==> src/sdh_pkg.sv <==
// Overview of operation
// - reply CRC failure sets status bit 12; writing one clears it.
// - command fully sent sets bit 11, response or not; write one clears.
// - no reply start within 64 card clocks sets bit 10; write one clears.
// - reply fully received sets bit 9; writing one clears it.
// - bit 8 reads high while the command line engine is busy.
// - bits 7..0 hold reply index byte including start and direction bits.
// - short reply: word0 status 31..0, word1[31:24] CRC7 and end bit.
// - long reply: word0 127..96, word1 95..64, word2 63..32, word3 31..0.
// - 23-bit data/busy timeout count, reset value 0x10000, in card clocks.
// - 12-bit block length used in block mode, ignored in stream mode.
// - bit 24 asks four-beat DMA bursts; only meaningful with word width.
// - bits 23..22 give FIFO width: 00 byte, 10 word, 11 reserved.
// - bit 21 picks SDIO interrupt period: two cycles or extended.
// - bit 20 with transmit mode defers data start until reply received.
// - bit 19 with receive mode defers data start until command sent.
// - bit 18 with busy mode defers busy check until command sent.
// - bit 17 picks block mode; block count applies only in block mode.
// - bit 16 clear uses data line 0 only; set uses four lines.
// - bit 15 selects DMA; software clears it after the DMA completes.
// - bits 13..12 give direction; bit 14 starts and self-clears.
// - long reply mode receives 136 bits, otherwise 48 bits.
`default_nettype none
package sdh_pkg;
   // register byte addresses
   localparam logic [31:0] ADDR_CMD_STATUS = 32'h5A00_0010;
   localparam logic [31:0] ADDR_REPLY0 = 32'h5A00_0014;
   localparam logic [31:0] ADDR_REPLY1 = 32'h5A00_0018;
   localparam logic [31:0] ADDR_REPLY2 = 32'h5A00_001C;
   localparam logic [31:0] ADDR_REPLY3 = 32'h5A00_0020;
   localparam logic [31:0] ADDR_TIMEOUT = 32'h5A00_0024;
   localparam logic [31:0] ADDR_BLOCK_LEN = 32'h5A00_0028;
   localparam logic [31:0] ADDR_DATA_CTRL = 32'h5A00_002C;
   // command status fields
   localparam int STAT_FLAG_LO = 9;
   localparam int FLG_CRC = 3;
   localparam int FLG_SENT = 2;
   localparam int FLG_TOUT = 1;
   localparam int FLG_DONE = 0;
   // data control fields
   localparam int DC_FOUR_BEAT = 24;
   localparam int DC_WIDTH_LO = 22;
   localparam int DC_IRQ_PERIOD = 21;
   localparam int DC_TX_AFTER_REPLY = 20;
   localparam int DC_RX_AFTER_CMD = 19;
   localparam int DC_BUSY_AFTER_CMD = 18;
   localparam int DC_BLOCK_MODE = 17;
   localparam int DC_FOUR_LINE = 16;
   localparam int DC_DMA = 15;
   localparam int DC_GO = 14;
   localparam int DC_DIR_LO = 12;
   // reset values
   localparam logic [22:0] TIMEOUT_RESET = 23'h01_0000;
   localparam logic [24:0] DCTL_RESET = 25'h000_0000;
   localparam logic [6:0] CRC_INIT = 7'h00;
   // field codes
   localparam logic [1:0] DIR_NONE = 2'h0;
   localparam logic [1:0] DIR_BUSY = 2'h1;
   localparam logic [1:0] DIR_RX = 2'h2;
   localparam logic [1:0] DIR_TX = 2'h3;
   localparam logic [1:0] WIDTH_BYTE = 2'h0;
   localparam logic [1:0] WIDTH_WORD = 2'h2;
   localparam logic [1:0] WIDTH_RSVD = 2'h3;
   // frame lengths and counts in card clocks
   localparam logic [7:0] CMD_LEN = 8'h30;
   localparam logic [7:0] CMD_CRC_POS = 8'h28;
   localparam logic [7:0] SHORT_LEN = 8'h30;
   localparam logic [7:0] LONG_LEN = 8'h88;
   localparam logic [7:0] LONG_CRC_FROM = 8'h08;
   localparam logic [7:0] LONG_CRC_TO = 8'h80;
   localparam logic [7:0] REPLY_TIMEOUT_CLKS = 8'h40;
   localparam logic [3:0] SDIO_IRQ_SHORT = 4'h2;
   localparam logic [3:0] SDIO_IRQ_LONG = 4'h8;
   // command line engine states
   typedef enum logic [1:0] {CS_IDLE, CS_SEND, CS_WAIT, CS_RECV}
      sdh_cmd_state_t;
endpackage
`default_nettype wire

==> src/sdh_cmd_data_ctrl.sv <==
// Our own choice: the APB register port.
`timescale 1ns/1ps
`default_nettype none
module sdh_cmd_data_ctrl
   import sdh_pkg::*;
(
   // clock and reset
   input wire logic pclk,
   input wire logic presetn,
   // apb slave
   input wire logic psel,
   input wire logic penable,
   input wire logic pwrite,
   input wire logic [31:0] paddr,
   input wire logic [31:0] pwdata,
   output logic [31:0] prdata,
   output logic pready,
   output logic pslverr,
   // card link
   input wire logic card_clk,
   input wire logic cmd_in,
   output logic cmd_out,
   output logic cmd_oe,
   // command control unit
   input wire logic cmd_start,
   input wire logic [7:0] cmd_index,
   input wire logic [31:0] cmd_argument,
   input wire logic wait_reply,
   input wire logic long_reply_select,
   // data engine
   input wire logic data_waiting,
   input wire logic last_block_done,
   output logic data_start,
   output logic data_timeout,
   output logic [1:0] transfer_direction_select,
   output logic [3:0] card_data_lines_enable,
   output logic block_or_stream_select,
   output logic [11:0] block_count,
   output logic [11:0] block_length_bytes,
   output logic [1:0] transfer_width,
   output logic dma_select,
   output logic dma_four_beat,
   output logic sdio_irq_window
);
   logic clk_s1_q, clk_s2_q, clk_prev_q, cmd_s1_q, cmd_s2_q;
   logic card_rise, card_fall;
   sdh_cmd_state_t state_q;
   logic [7:0] bit_cnt_q;
   logic [47:0] tx_q;
   logic [135:0] rx_q, rx_full;
   logic [7:0] rx_len;
   logic long_q, wait_q, cmd_out_q, cmd_oe_q;
   logic sent_p, done_p, tout_p, crc_bad;
   logic crc_clr, crc_en, crc_din;
   logic [6:0] crc_val;
   logic [31:0] word0_q, word1_q, word2_q, word3_q;
   logic [7:0] reply_index_q;
   logic [3:0] flags_q, flag_set, flag_clr;
   logic [22:0] timeout_q, dt_cnt_q;
   logic dt_fired_q, data_timeout_q, data_start_q;
   logic [11:0] blklen_q;
   logic [24:0] dctl_q;
   logic [1:0] dir, width;
   logic trig, go_done;
   logic [3:0] irq_cnt_q;
   logic apb_setup, apb_write, wr_status;
   logic [31:0] prdata_q;
   logic pslverr_q;

   // card clock and command line come from outside: two flops each
   always_ff @(posedge pclk or negedge presetn) begin
      if (!presetn) begin
         clk_s1_q <= 1'b0;
         clk_s2_q <= 1'b0;
         clk_prev_q <= 1'b0;
         cmd_s1_q <= 1'b1;
         cmd_s2_q <= 1'b1;
      end else begin
         clk_s1_q <= card_clk;
         clk_s2_q <= clk_s1_q;
         clk_prev_q <= clk_s2_q;
         cmd_s1_q <= cmd_in;
         cmd_s2_q <= cmd_s1_q;
      end
   end
   assign card_rise = clk_s2_q & ~clk_prev_q;
   assign card_fall = ~clk_s2_q & clk_prev_q;

   // reply frame length and shift view
   assign rx_full = {rx_q[134:0], cmd_s2_q};
   assign rx_len = long_q ? LONG_LEN : SHORT_LEN;

   // command line events
   always_comb begin
      sent_p = 1'b0;
      done_p = 1'b0;
      tout_p = 1'b0;
      crc_bad = 1'b0;
      case (state_q)
         CS_SEND: sent_p = card_fall && bit_cnt_q == CMD_LEN;
         CS_WAIT: tout_p = card_rise && cmd_s2_q &&
            bit_cnt_q == REPLY_TIMEOUT_CLKS - 8'h01;
         CS_RECV: begin
            done_p = card_rise && bit_cnt_q == rx_len - 8'h01;
            crc_bad = done_p && rx_full[7:1] != crc_val;
         end
         default: ;
      endcase
   end

   // checksum feed: command bits 0..39, reply per frame type
   always_comb begin
      crc_clr = (state_q == CS_IDLE && cmd_start) ||
         (state_q == CS_WAIT && card_rise && !cmd_s2_q);
      crc_en = 1'b0;
      crc_din = cmd_s2_q;
      case (state_q)
         CS_SEND: begin
            crc_en = card_fall && bit_cnt_q < CMD_CRC_POS;
            crc_din = tx_q[47];
         end
         CS_WAIT: crc_en = card_rise && !cmd_s2_q && !long_q;
         CS_RECV: crc_en = card_rise && (long_q ?
            (bit_cnt_q >= LONG_CRC_FROM && bit_cnt_q < LONG_CRC_TO) :
            bit_cnt_q < CMD_CRC_POS);
         default: ;
      endcase
   end

   sdh_crc7 u_crc (
      .pclk(pclk),
      .presetn(presetn),
      .clear(crc_clr),
      .enable(crc_en),
      .data_in(crc_din),
      .crc_q(crc_val)
   );

   // command engine: drive on card clock fall, sample on rise
   always_ff @(posedge pclk or negedge presetn) begin
      if (!presetn) begin
         state_q <= CS_IDLE;
         bit_cnt_q <= 8'h00;
         tx_q <= 48'h0;
         rx_q <= 136'h0;
         long_q <= 1'b0;
         wait_q <= 1'b0;
         cmd_out_q <= 1'b1;
         cmd_oe_q <= 1'b0;
      end else begin
         case (state_q)
            CS_IDLE: if (cmd_start) begin
               tx_q <= {2'h1, cmd_index[5:0], cmd_argument, 8'h01};
               long_q <= long_reply_select;
               wait_q <= wait_reply;
               bit_cnt_q <= 8'h00;
               state_q <= CS_SEND;
            end
            CS_SEND: if (card_fall) begin
               if (bit_cnt_q == CMD_LEN) begin
                  cmd_oe_q <= 1'b0;
                  cmd_out_q <= 1'b1;
                  bit_cnt_q <= 8'h00;
                  state_q <= wait_q ? CS_WAIT : CS_IDLE;
               end else if (bit_cnt_q == CMD_CRC_POS) begin
                  cmd_oe_q <= 1'b1;
                  cmd_out_q <= crc_val[6];
                  tx_q <= {crc_val[5:0], 1'b1, 41'h0};
                  bit_cnt_q <= bit_cnt_q + 8'h01;
               end else begin
                  cmd_oe_q <= 1'b1;
                  cmd_out_q <= tx_q[47];
                  tx_q <= {tx_q[46:0], 1'b0};
                  bit_cnt_q <= bit_cnt_q + 8'h01;
               end
            end
            CS_WAIT: if (card_rise) begin
               if (!cmd_s2_q) begin
                  rx_q <= 136'h0;
                  bit_cnt_q <= 8'h01;
                  state_q <= CS_RECV;
               end else if (tout_p) begin
                  bit_cnt_q <= 8'h00;
                  state_q <= CS_IDLE;
               end else begin
                  bit_cnt_q <= bit_cnt_q + 8'h01;
               end
            end
            CS_RECV: if (card_rise) begin
               rx_q <= rx_full;
               bit_cnt_q <= done_p ? 8'h00 : bit_cnt_q + 8'h01;
               if (done_p) begin
                  state_q <= CS_IDLE;
               end
            end
            default: state_q <= CS_IDLE;
         endcase
      end
   end
   assign cmd_out = cmd_out_q;
   assign cmd_oe = cmd_oe_q;

   // reply capture into the four words and the index byte
   always_ff @(posedge pclk or negedge presetn) begin
      if (!presetn) begin
         word0_q <= 32'h0;
         word1_q <= 32'h0;
         word2_q <= 32'h0;
         word3_q <= 32'h0;
         reply_index_q <= 8'h00;
      end else if (done_p && long_q) begin
         word0_q <= rx_full[127:96];
         word1_q <= rx_full[95:64];
         word2_q <= rx_full[63:32];
         word3_q <= rx_full[31:0];
         reply_index_q <= rx_full[135:128];
      end else if (done_p) begin
         word0_q <= rx_full[39:8];
         word1_q <= {rx_full[7:0], 24'h0};
         word2_q <= 32'h0;
         word3_q <= 32'h0;
         reply_index_q <= rx_full[47:40];
      end
   end

   // sticky status flags, set beats clear
   assign apb_setup = psel & ~penable;
   assign apb_write = psel & penable & pwrite;
   assign wr_status = apb_write && paddr == ADDR_CMD_STATUS;
   assign flag_set = {crc_bad, sent_p, tout_p, done_p};
   assign flag_clr = wr_status ? pwdata[STAT_FLAG_LO +: 4] : 4'h0;
   always_ff @(posedge pclk or negedge presetn) begin
      if (!presetn) begin
         flags_q <= 4'h0;
      end else begin
         flags_q <= (flags_q & ~flag_clr) | flag_set;
      end
   end

   // writable configuration registers
   always_ff @(posedge pclk or negedge presetn) begin
      if (!presetn) begin
         timeout_q <= TIMEOUT_RESET;
         blklen_q <= 12'h000;
         dctl_q <= DCTL_RESET;
      end else begin
         // self-clear must not be lost to a write elsewhere
         if (go_done) dctl_q[DC_GO] <= 1'b0;
         if (apb_write && paddr == ADDR_TIMEOUT) timeout_q <= pwdata[22:0];
         if (apb_write && paddr == ADDR_BLOCK_LEN) blklen_q <= pwdata[11:0];
         if (apb_write && paddr == ADDR_DATA_CTRL) dctl_q <= pwdata[24:0];
      end
   end

   // pending start waits for the event its option names
   assign dir = dctl_q[DC_DIR_LO +: 2];
   always_comb begin
      case (dir)
         DIR_TX: trig = !dctl_q[DC_TX_AFTER_REPLY] || done_p;
         DIR_RX: trig = !dctl_q[DC_RX_AFTER_CMD] || sent_p;
         DIR_BUSY: trig = !dctl_q[DC_BUSY_AFTER_CMD] || sent_p;
         default: trig = 1'b1;
      endcase
   end
   assign go_done = dctl_q[DC_GO] && trig;
   always_ff @(posedge pclk or negedge presetn) begin
      if (!presetn) begin
         data_start_q <= 1'b0;
      end else begin
         data_start_q <= go_done && dir != DIR_NONE;
      end
   end
   assign data_start = data_start_q;

   // configuration seen by the data engine
   assign width = dctl_q[DC_WIDTH_LO +: 2];
   assign transfer_direction_select = dir;
   assign transfer_width = width == WIDTH_RSVD ? WIDTH_BYTE : width;
   assign dma_select = dctl_q[DC_DMA];
   assign dma_four_beat = dctl_q[DC_DMA] && dctl_q[DC_FOUR_BEAT] &&
      width == WIDTH_WORD;
   assign card_data_lines_enable = dctl_q[DC_FOUR_LINE] ? 4'hF : 4'h1;
   assign block_or_stream_select = dctl_q[DC_BLOCK_MODE];
   assign block_count = dctl_q[DC_BLOCK_MODE] ? dctl_q[11:0] : 12'h000;
   assign block_length_bytes = dctl_q[DC_BLOCK_MODE] ? blklen_q : 12'h000;

   // data or busy wait timeout in card clocks
   always_ff @(posedge pclk or negedge presetn) begin
      if (!presetn) begin
         dt_cnt_q <= 23'h0;
         dt_fired_q <= 1'b0;
         data_timeout_q <= 1'b0;
      end else if (!data_waiting) begin
         dt_cnt_q <= 23'h0;
         dt_fired_q <= 1'b0;
         data_timeout_q <= 1'b0;
      end else begin
         data_timeout_q <= 1'b0;
         if (card_rise && !dt_fired_q) begin
            dt_cnt_q <= dt_cnt_q + 23'h1;
            if (dt_cnt_q + 23'h1 == timeout_q) begin
               dt_fired_q <= 1'b1;
               data_timeout_q <= 1'b1;
            end
         end
      end
   end
   assign data_timeout = data_timeout_q;

   // sdio interrupt period after the last block
   always_ff @(posedge pclk or negedge presetn) begin
      if (!presetn) begin
         irq_cnt_q <= 4'h0;
      end else if (last_block_done) begin
         irq_cnt_q <= dctl_q[DC_IRQ_PERIOD] ? SDIO_IRQ_LONG
            : SDIO_IRQ_SHORT;
      end else if (card_rise && irq_cnt_q != 4'h0) begin
         irq_cnt_q <= irq_cnt_q - 4'h1;
      end
   end
   assign sdio_irq_window = irq_cnt_q != 4'h0;

   // read data and error latched in the setup phase
   always_ff @(posedge pclk or negedge presetn) begin
      if (!presetn) begin
         prdata_q <= 32'h0;
         pslverr_q <= 1'b0;
      end else if (apb_setup) begin
         pslverr_q <= 1'b0;
         case (paddr)
            ADDR_CMD_STATUS: prdata_q <= {19'h0, flags_q,
               state_q != CS_IDLE, reply_index_q};
            ADDR_REPLY0: prdata_q <= word0_q;
            ADDR_REPLY1: prdata_q <= word1_q;
            ADDR_REPLY2: prdata_q <= word2_q;
            ADDR_REPLY3: prdata_q <= word3_q;
            ADDR_TIMEOUT: prdata_q <= {9'h0, timeout_q};
            ADDR_BLOCK_LEN: prdata_q <= {20'h0, blklen_q};
            ADDR_DATA_CTRL: prdata_q <= {7'h0, dctl_q};
            default: begin
               prdata_q <= 32'h0;
               pslverr_q <= 1'b1;
            end
         endcase
      end
   end
   assign prdata = prdata_q;
   assign pslverr = pslverr_q;
   assign pready = 1'b1;

   // checks
   a_crc_err_set: assert property (@(posedge pclk) disable iff (!presetn)
      crc_bad |=> flags_q[FLG_CRC]) else $error("crc flag not set");
   a_sent_after_frame: assert property (@(posedge pclk)
      disable iff (!presetn) sent_p |=> flags_q[FLG_SENT] &&
      !cmd_oe) else $error("sent flag or release missing");
   a_reply_timeout: assert property (@(posedge pclk) disable iff (!presetn)
      tout_p |=> flags_q[FLG_TOUT] && state_q == CS_IDLE)
      else $error("timeout not flagged");
   a_set_beats_clear: assert property (@(posedge pclk)
      disable iff (!presetn) (done_p && wr_status &&
      pwdata[STAT_FLAG_LO + FLG_DONE]) |=> flags_q[FLG_DONE])
      else $error("flag lost on clear");
   a_active_start: assert property (@(posedge pclk) disable iff (!presetn)
      (state_q == CS_IDLE && cmd_start) |=> state_q == CS_SEND)
      else $error("engine did not start");
   a_index_short: assert property (@(posedge pclk) disable iff (!presetn)
      (done_p && !long_q) |=> reply_index_q == $past(rx_full[47:40]) &&
      word1_q[23:0] == 24'h0) else $error("short reply misplaced");
   a_long_words: assert property (@(posedge pclk) disable iff (!presetn)
      (done_p && long_q) |=> word0_q == $past(rx_full[127:96]) &&
      word3_q == $past(rx_full[31:0])) else $error("long reply misplaced");
   a_tx_after_reply: assert property (@(posedge pclk)
      disable iff (!presetn) (data_start_q && dir == DIR_TX &&
      dctl_q[DC_TX_AFTER_REPLY]) |-> $past(done_p))
      else $error("transmit started early");
   a_go_self_clear: assert property (@(posedge pclk) disable iff (!presetn)
      (go_done && !(apb_write && paddr == ADDR_DATA_CTRL)) |=> !dctl_q[DC_GO])
      else $error("start bit stuck");
endmodule // sdh_cmd_data_ctrl
`default_nettype wire

==> src/sdh_crc7.sv <==
`timescale 1ns/1ps
`default_nettype none
module sdh_crc7
   import sdh_pkg::*;
(
   // clock and reset
   input wire logic pclk,
   input wire logic presetn,
   // serial feed
   input wire logic clear,
   input wire logic enable,
   input wire logic data_in,
   // running checksum
   output logic [6:0] crc_q
);
   // one serial step of x^7 + x^3 + 1
   function automatic logic [6:0] crc7_step(input logic [6:0] c,
                                            input logic d);
      logic fb;
      fb = d ^ c[6];
      crc7_step = {c[5:3], c[2] ^ fb, c[1:0], fb};
   endfunction

   // clear may coincide with the first bit
   always_ff @(posedge pclk or negedge presetn) begin
      if (!presetn) begin
         crc_q <= CRC_INIT;
      end else if (clear) begin
         crc_q <= enable ? crc7_step(CRC_INIT, data_in) : CRC_INIT;
      end else if (enable) begin
         crc_q <= crc7_step(crc_q, data_in);
      end
   end
endmodule // sdh_crc7
`default_nettype wire

==> config.mk <==
export PLATFORM = sky130hd
export DESIGN_NAME = sdh_cmd_data_ctrl
export DESIGN_NICKNAME = d
export VERILOG_FILES = /design/src/sdh_pkg.sv /design/src/sdh_cmd_data_ctrl.sv /design/src/sdh_crc7.sv
export SDC_FILE = /design/constraint.sdc
export NUM_CORES = 1
export LEC_CHECK = 0
export ABC_AREA = 1
export ABC_CLOCK_PERIOD_IN_PS = 3400
export BUFFER_PORTS_ARGS = -buffer_cell sky130_fd_sc_hd__clkbuf_2
export CORE_MARGIN = 8
export CORE_UTILIZATION = 40
export CTS_CLUSTER_SIZE = 10
export DETAILED_ROUTE_END_ITERATION = 7
export HOLD_SLACK_MARGIN = 0.08
export PLACE_DENSITY = 0.58
export SLEW_MARGIN = 20
export SYNTH_ARGS = -nofsm -noshare
export SYNTH_HDL_FRONTEND = slang
export SYNTH_SLANG_ARGS = --single-unit
==> constraint.sdc <==
create_clock -name pclk -period 3.4 [get_ports pclk]
set_input_delay 0.68 -clock pclk [delete_from_list [all_inputs] [get_ports pclk]]
set_output_delay 0.68 -clock pclk [all_outputs]
set_load 0.02 [all_outputs]
* After elaboration in Yosys (flattened, before gate mapping)
Index checks and enable logic that the tools add are counted.
** Storage, ports and cells
- Bits in registers :: 472
- Bits of input ports :: 116
- Output and inout port bits :: 74
- Word-level logic and storage cells :: 208
** Cells by class
- Add/sub/neg operators :: 4
- Magnitude comparators :: 3
- Equal/unequal tests :: 33
- Mux-type cells :: 72
- Bitwise gates (word level) :: 13
- Reductions and logical operators :: 52
** Operators by type and width (number)
- $mux W135 :: 3
- $pmux W135 S2 :: 1
- $eq A32 B31 Y1 const B :: 8
- $pmux W32 S8 :: 1
- $mux W32 :: 7
- $mux W48 :: 4
- $pmux W48 S2 :: 1
- $mux W8 :: 11
- $mux W23 :: 2
- $pmux W8 S4 :: 1
- $eq A8 B6 Y1 const B :: 3
- $logic_and A1 B1 Y1 :: 24
- $mux W12 :: 2
- $mux W4 :: 6
- $add A23 B1 Y23 const B :: 1
- $eq A23 B23 Y1 :: 1
- $mux W2 :: 10
- $mux W1 :: 17
- $ne A2 B2 Y1 const B :: 8
- $reduce_bool A2 Y1 :: 8
- $mux W15 :: 1
- $mux W7 :: 2
- $eq A2 B2 Y1 const B :: 6
- $reduce_and A4 Y1 :: 3
- other kinds (26) :: 46

* Depth between registers and ports, before layout
Gate-level depths: netlist of run 1.
- Word-level depth :: 10
- Gate-level depth with buffers :: 14
- Mapped depth without buffers :: 14

* Hierarchy
Synthesis of run 1 repeated with hierarchy kept, for this count alone.
** Unflattened totals
- Cells, all modules :: 2692
- Area, all modules :: 22102.4 sq um
** Modules (own cells, without submodules)
- sdh_cmd_data_ctrl :: times used 1, cells an instance 2653, area an instance 21765.9 sq um, sequential area each 11641.2 sq um
- sdh_crc7 :: times used 1, cells an instance 39, area an instance 336.6 sq um, sequential area each 175.2 sq um

* Least setup slack after synthesis of run 1
No wires, ideal clock.
- Kind :: input -> register
- Start point :: input port paddr[9]
- End point :: register dctl_q[17]
- Setup time :: 0.118 ns
- Arrival time :: 1.898 ns
- Required time :: 3.282 ns
- Setup slack :: 1.385 ns
- Cell stages on the path :: 8
- Path buffers :: 2
- Path through :: nor4_2 > nand2_4 > nor2_4 > nand3_1 > buf_6 > buf_6 > nand2_1 > o21ai_2
** On the way
- Word-level cells in the longest chain between the ends :: 2
** RTL lines
- start: declaration :: line sdh_cmd_data_ctrl.sv:14 : input wire logic [31:0] paddr,
- $eq A32 B31 Y1 :: line sdh_cmd_data_ctrl.sv:251 : if (apb_write && paddr == ADDR_DATA_CTRL) dctl_q <= pwdata[24:0];
- $logic_and A1 B1 Y1 :: line sdh_cmd_data_ctrl.sv:251
- end signal: assignment :: line sdh_cmd_data_ctrl.sv:251
- end: declaration :: line sdh_cmd_data_ctrl.sv:62 : logic [24:0] dctl_q;
Every way passes these cells.
A chain may end at the register's enable or synchronous reset.

* Final worst setup path of run 1
- Start point :: register dctl_q[17]
- End point :: output port block_count[11]
** On the way
- Word-level cells in the longest chain between the ends :: 1
** RTL lines
- $mux W12 :: line sdh_cmd_data_ctrl.sv:284 : assign block_count = dctl_q[DC_BLOCK_MODE] ? dctl_q[11:0] : 12'h000;
- end: declaration :: line sdh_cmd_data_ctrl.sv:38 : output logic [11:0] block_count,
Every way passes these cells.

==> impl_metrics.env, run 1 <==
export IMPL_worstPathArrival_ns=2.13
export IMPL_synth_edf_count=0
export IMPL_period_needed_ns=2.81
export IMPL_die_area_um2=63600
export IMPL_fill_cells=5444
export IMPL_status="complete, no violations"
export IMPL_ioPinCount=190
export IMPL_place_congestion=0.905
export IMPL_drcViolationCount=0
export IMPL_post_synth_cell_area_avg_um2=8.15
export IMPL_wirelength_mm=64.3
export IMPL_clk_pin_slew_ns=0.06
export IMPL_leakagePower_uw=0.0123
export IMPL_cts_buffers=55
export IMPL_synthToLayoutAreaGrowth_pct=13.9
export IMPL_crit_end="block_count[11]"
export IMPL_power_density_nw_per_um2=534
export IMPL_grt_total_usage=0.200
export IMPL_cts_max_path_buffers=3
export IMPL_die_w_um=252
export IMPL_ys_seq_area_frac=0.530
export IMPL_finClkSkew_ns=0.0198
export IMPL_cts_root_buf="clkbuf_16"
export IMPL_yosys_warnings=0
export IMPL_drv_slew=0
export IMPL_reg2reg_to="word2_q[29]"
export IMPL_setup_viol=0
export IMPL_rows=86
export IMPL_path_max_fanout=23
export IMPL_final_common_cell="nand2_1"
export IMPL_wl_per_cell_um=17.6
export IMPL_hpwl_mm=45.2
export IMPL_synthArstFlopShare=1.00
export IMPL_synth_seq_cells=472
export IMPL_dr_pass1_iters=5
export IMPL_endpoint_kind="output pin"
export IMPL_tightest_slew_ns=0.959
export IMPL_hp_class="in -> reg"
export IMPL_cts_tree="done"
export IMPL_worstPathRequired_ns=2.72
export IMPL_cts_resized_gates=0
export IMPL_antenna_found_initial=1
export IMPL_routed_via_density=5.19
export IMPL_cts_setup_buffers=0
export IMPL_crit_path_start="dctl_q[17]"
export IMPL_finalPower_uw=13600
export IMPL_maxCapViolations=0
export IMPL_drive_gt1_frac=0.120
export IMPL_ys_flop_type="dfrtp_1"
export IMPL_critPathKind="reg -> out"
export IMPL_finalNetCount=2990
export IMPL_ir_worst_vdd_uv=397
export IMPL_fmax_mhz=356
export IMPL_rsz0062_at_grt="no"
export IMPL_fin_crit_sh=0.825
export IMPL_cts_hold_buf=1
export IMPL_setup_tns_ns=0
export IMPL_cts_max_level=2
export IMPL_clk_latency_ns=0.60
export IMPL_num_vias=18900
export IMPL_cts_sinks=472
export IMPL_grt_pass1_wl_mm=103
export IMPL_startpoint_type="flip-flop"
export IMPL_grt_pass1_vias=18300
export IMPL_reg2reg_depth=9
export IMPL_syn_inst=2737
export IMPL_drtIter0Drc=1550
export IMPL_grt_max_degree=98
export IMPL_r2r_start="bit_cnt_q[0]"
export IMPL_die_h_um=252
export IMPL_synth_distinct_cells=46
export IMPL_start_util=0.405
export IMPL_slew_headroom=0.359
export IMPL_reg2reg_setup_slack_ns=0.93
export IMPL_core_area_um2=55100
export IMPL_final_cell_mix="nand2_1 (748), dfrtp_1 (467), inv_1 (312), nand3_1 (312), o21ai_0 (240)"
export IMPL_netlist_area_um2=22300
export IMPL_final_hold_violation_count=0
export IMPL_ant_nets=0
export IMPL_grt_overflow_total=0
export IMPL_io_buffers=178
## worst min-delay path by stage
| stage | startpoint | slack [ns] | end | cells after the start |
|---|---|---|---|---|
| after global placement | clk_s1_q | 0.34 | clk_s2_q | 0 |
| final | cmd_in | 0.18 | cmd_s1_q | 1 |
| after detailed placement | clk_s1_q | 0.34 | clk_s2_q | 0 |
| after floorplan | clk_s1_q | 0.33 | clk_s2_q | 0 |
| after global routing | cmd_in | 0.17 | cmd_s1_q | 1 |
| after CTS | cmd_in | 0.15 | cmd_s1_q | 1 |
## registers in the layout (all words and copies together) (netlist names), 25 cells and up
name,flops
dctl_q,25
word2_q,32
word0_q,32
word1_q,32
rx_q,135
word3_q,32
prdata,32
tx_q,48
## Yosys cell counts (all sizes together), types with 2 or more instances
cell	instances	area, µm²
nand2	756	2860
dfrtp	468	11700
inv	320	1200
nand3	315	1590
o21ai	296	1530
nor2	159	689
o22ai	148	926
buf	92	578
clkbuf	60	228
nand4	20	125
a21oi	14	70.1
nor3	14	91.3
nor4	13	100
nand3b	11	82.6
xor2	10	87.6
ha	9	113
a32o	7	70.1
a22oi	4	30.0
dfstp	4	105
o211ai	4	30.0
and2	2	12.5
o31ai	2	15.0
or2	2	12.5
## metrics by stage
stage	worst slack, ns	area (µm²)	cells	hold slack [ns]	utilization
after floorplan	1.38	22300	2738	0.331	-
after global placement	0.580	23800	3555	0.341	0.432
after global routing	0.450	25400	3644	0.167	0.461
final	0.594	25400	3645	0.184	0.461
after detailed placement	0.575	23800	3555	0.340	0.432
after CTS	0.557	25400	3643	0.154	0.461
## final cells by class
type | count | area (µm²) | area share
inverter | 321 | 1210 | 0.0476
tap | 748 | 936 | 0.0368
antenna | 2 | 5.00 | 0.000197
multi-input combinational | 1793 | 8530 | 0.336
sequential | 472 | 11800 | 0.465
clock inverter | 7 | 52.6 | 0.00207
timing repair buffer | 222 | 1350 | 0.0530
clock buffer | 80 | 1500 | 0.0591
## routing by layer
metal  wire, µm  vias up  track usage
li1           -     9190            -
met1      29500     9123        0.281
met2      29600      502        0.319
met5          0        -            0
met3       3540       96       0.0322
met4       1600        0       0.0529
## power by group
| part | switching, µW | internal [µW] | total, µW |
|---|---|---|---|
| Combinational | 1420 | 631 | 2050 |
| Clock | 2260 | 3020 | 5280 |
| Sequential | 235 | 5980 | 6220 |
## cells by family after synthesis
family	after synthesis	synth area share
simple gates	1293	0.250
xor+xnor	11	0.00432
flops	472	0.530
buf+inv	473	0.0901
other cells	1	0.000168
fa+ha+maj	9	0.00505
compound gates	478	0.121
## worst max-delay path, stage by stage, from the launching register on
cell      delay, ns
dfrtp_1        0.94
nand2_1        0.26
inv_1          0.13
clkbuf_2       0.18
No activity file was read; power rests on OpenSTA's default activity.
==> run 2, diff against run 1 <==
- ABC_AREA: 1 -> 0
- ABC_CLOCK_PERIOD_IN_PS: 3400 -> 2500
- PLACE_DENSITY: 0.58 -> 0.6
- clock period: 3.4 -> 2.5 ns (I/O delays scaled with it)
==> run 2 against run 1 <==
Against the previous run: count of clock-buffer cells in the layout increased by 1; register-to-register slack got worse by 0.78 ns; design area increased by 3.1%; highest routed layer is now met5.
==> impl_metrics.env, run 2 <==
export IMPL_fin_crit_sh=0.955
export IMPL_power_density_nw_per_um2=632
export IMPL_dr_pass1_iters=6
export IMPL_final_cell_mix="nand2_1 (565), dfrtp_1 (466), o21ai_0 (315)"
export IMPL_cts_buffers=54
export IMPL_synthTopCellsByArea="dfrtp_1 (53%), nand2_1 (9.6%), o21ai_0 (7.2%), mux2i_1 (3.1%), mux2_2 (2.9%)"
export IMPL_clk_latency_ns=0.61
export IMPL_synth_edf_count=0
export IMPL_grt_overflow_total=0
export IMPL_ys_seq_area_frac=0.536
export IMPL_startpoint_type="flip-flop"
export IMPL_post_synth_cell_area_avg_um2=9.80
export IMPL_top_register="rx_q"
export IMPL_ioPinCount=190
export IMPL_endpoint_kind="output pin"
export IMPL_routed_via_density=5.57
export IMPL_critPathKind="reg -> out"
export IMPL_status="complete, no violations"
export IMPL_register_area_um2=11800
export IMPL_ir_worst_vdd_uv=499
export IMPL_wl_per_cell_um=20.9
export IMPL_hpwl_mm=47.0
export IMPL_yosysMostFrequentCell="nand2_1"
export IMPL_synth_top_cell_area_share=0.531
export IMPL_rows=86
export IMPL_rsz0062_at_grt="no"
export IMPL_finClkSkew_ns=0.0295
export IMPL_netlist_area_um2=22000
export IMPL_reg2reg_setup_slack_ns=0.15
export IMPL_fill_cells=5118
export IMPL_yosys_warnings=0
export IMPL_synth_seq_cells=472
export IMPL_cts_max_level=2
export IMPL_synthToLayoutAreaGrowth_pct=18.8
export IMPL_reg2reg_depth=10
export IMPL_die_w_um=251
export IMPL_grt_max_degree=137
export IMPL_wirelength_mm=66.8
export IMPL_largest_reg_flops=135
export IMPL_finalNetCount=2584
export IMPL_drtIter0Drc=1840
export IMPL_hold_path_depth=2
export IMPL_cts_sinks=472
export IMPL_drcViolationCount=0
export IMPL_largestRegisters="rx_q x135, tx_q x48"
export IMPL_cts_max_path_buffers=3
export IMPL_worstPathArrival_ns=1.89
export IMPL_setup_viol=0
export IMPL_hp_class="in -> reg"
export IMPL_num_vias=17800
export IMPL_period_needed_ns=2.39
export IMPL_core_area_um2=54800
export IMPL_final_common_cell="nand2_1"
export IMPL_syn_inst=2249
export IMPL_final_hold_violation_count=0
export IMPL_yosysTopAreaCell="dfrtp_1"
export IMPL_tightest_slew_ns=0.812
export IMPL_cts_tree="done"
export IMPL_grt_pass1_wl_mm=105
export IMPL_io_buffers=178
export IMPL_leakagePower_uw=0.0121
export IMPL_die_area_um2=62900
export IMPL_ant_nets=0
export IMPL_slew_headroom=0.459
export IMPL_num_antenna_cells=0
export IMPL_synth_distinct_cells=79
export IMPL_die_h_um=251
export IMPL_grt_pass1_vias=17900
export IMPL_synthArstFlopShare=1.00
export IMPL_worstPathRequired_ns=2.00
export IMPL_place_congestion=0.928
export IMPL_cts_root_buf="clkbuf_16"
export IMPL_grt_total_usage=0.209
export IMPL_antenna_found_initial=3
export IMPL_final_core_util=0.478
export IMPL_fmax_mhz=419
export IMPL_synthTopCellsByCount="nand2_1 (566), dfrtp_1 (468), o21ai_0 (315)"
export IMPL_clk_pin_slew_ns=0.06
export IMPL_drv_slew=0
export IMPL_multi_input_area_um2=9400
export IMPL_maxCapViolations=0
export IMPL_ys_flop_type="dfrtp_1"
export IMPL_path_max_fanout=27
export IMPL_final_area_um2=26200
export IMPL_dpl_cell_area_um2=24300
export IMPL_cts_setup_buffers=0
export IMPL_start_util=0.402
export IMPL_drive_gt1_frac=0.181
[run 2: final timing paths]
| check | end | startpoint |
|---|---|---|
| max in group asynchronous | cmd_s1_q | presetn |
| min in group asynchronous | prdata[17] | presetn |
| max | block_length_bytes[4] | dctl_q[17] |
| min reg2reg | clk_s2_q | clk_s1_q |
| min | dctl_q[23] | pwdata[23] |
| max reg2reg | data_start | bit_cnt_q[0] |
[run 2: cells by family after synthesis]
logic type	count (synthesis)	synth area share
AND/OR/NAND/NOR	811	0.167
AO/OA/AOI/OAI	546	0.160
flip-flops	472	0.536
buffers and inverters	212	0.0406
multiplexers	141	0.0686
XOR/XNOR	57	0.0227
adder cells (fa/ha/maj)	9	0.00511
other	1	0.000170
[run 2: timing repair]
item / in CTS / in global routing
resized for setup: 1 / 2
hold buffers: 30 / 0
endpoints found under the hold margin: 68 / 0
endpoints found under the setup margin: 1 / 5
pin swaps: 0 / 1
[run 2: where the power goes]
part	internal [µW]	leakage, µW	total [µW]	switching, µW
sequential	7800	0.00647	8040	240
clock	4040	0.000737	7080	3030
combinational	516	0.00487	1440	920
[run 2: layout make-up]
type                       instances  share of cell area
clock buffer                      81              0.0567
sequential                       472               0.452
tap                              704              0.0336
clock inverter                     4             0.00148
inverter                          46             0.00660
multi-input combinational       1566               0.359
timing repair buffer             319              0.0911
[run 2: per-layer routing]
layer  track usage  share of wire  up-vias
met5             0        0.00019        -
met4        0.0663          0.032        2
met3        0.0421          0.062      111
met2         0.330           0.46      569
met1         0.289           0.45     8871
li1              -              -     8233
[run 2: per-stage QoR]
step	total power [µW]	setup TNS, ns	std cells	setup slack [ns]	hold slack (ns)
final	16600	0	3192	0.113	0.118
after global routing	17200	0	3192	0.00553	0.0975
after CTS	16800	0	3192	0.0625	0.0824
after detailed placement	9580	-4.73	3077	-0.171	0.336
after global placement	9550	-3.85	3077	-0.159	0.340
after floorplan	8840	0	2250	0.158	0.204
[run 2: worst max-delay path: stages, from the launching register on]
cell and delay, ns:
dfrtp_1 0.85, and2_1 0.25, clkbuf_2 0.17
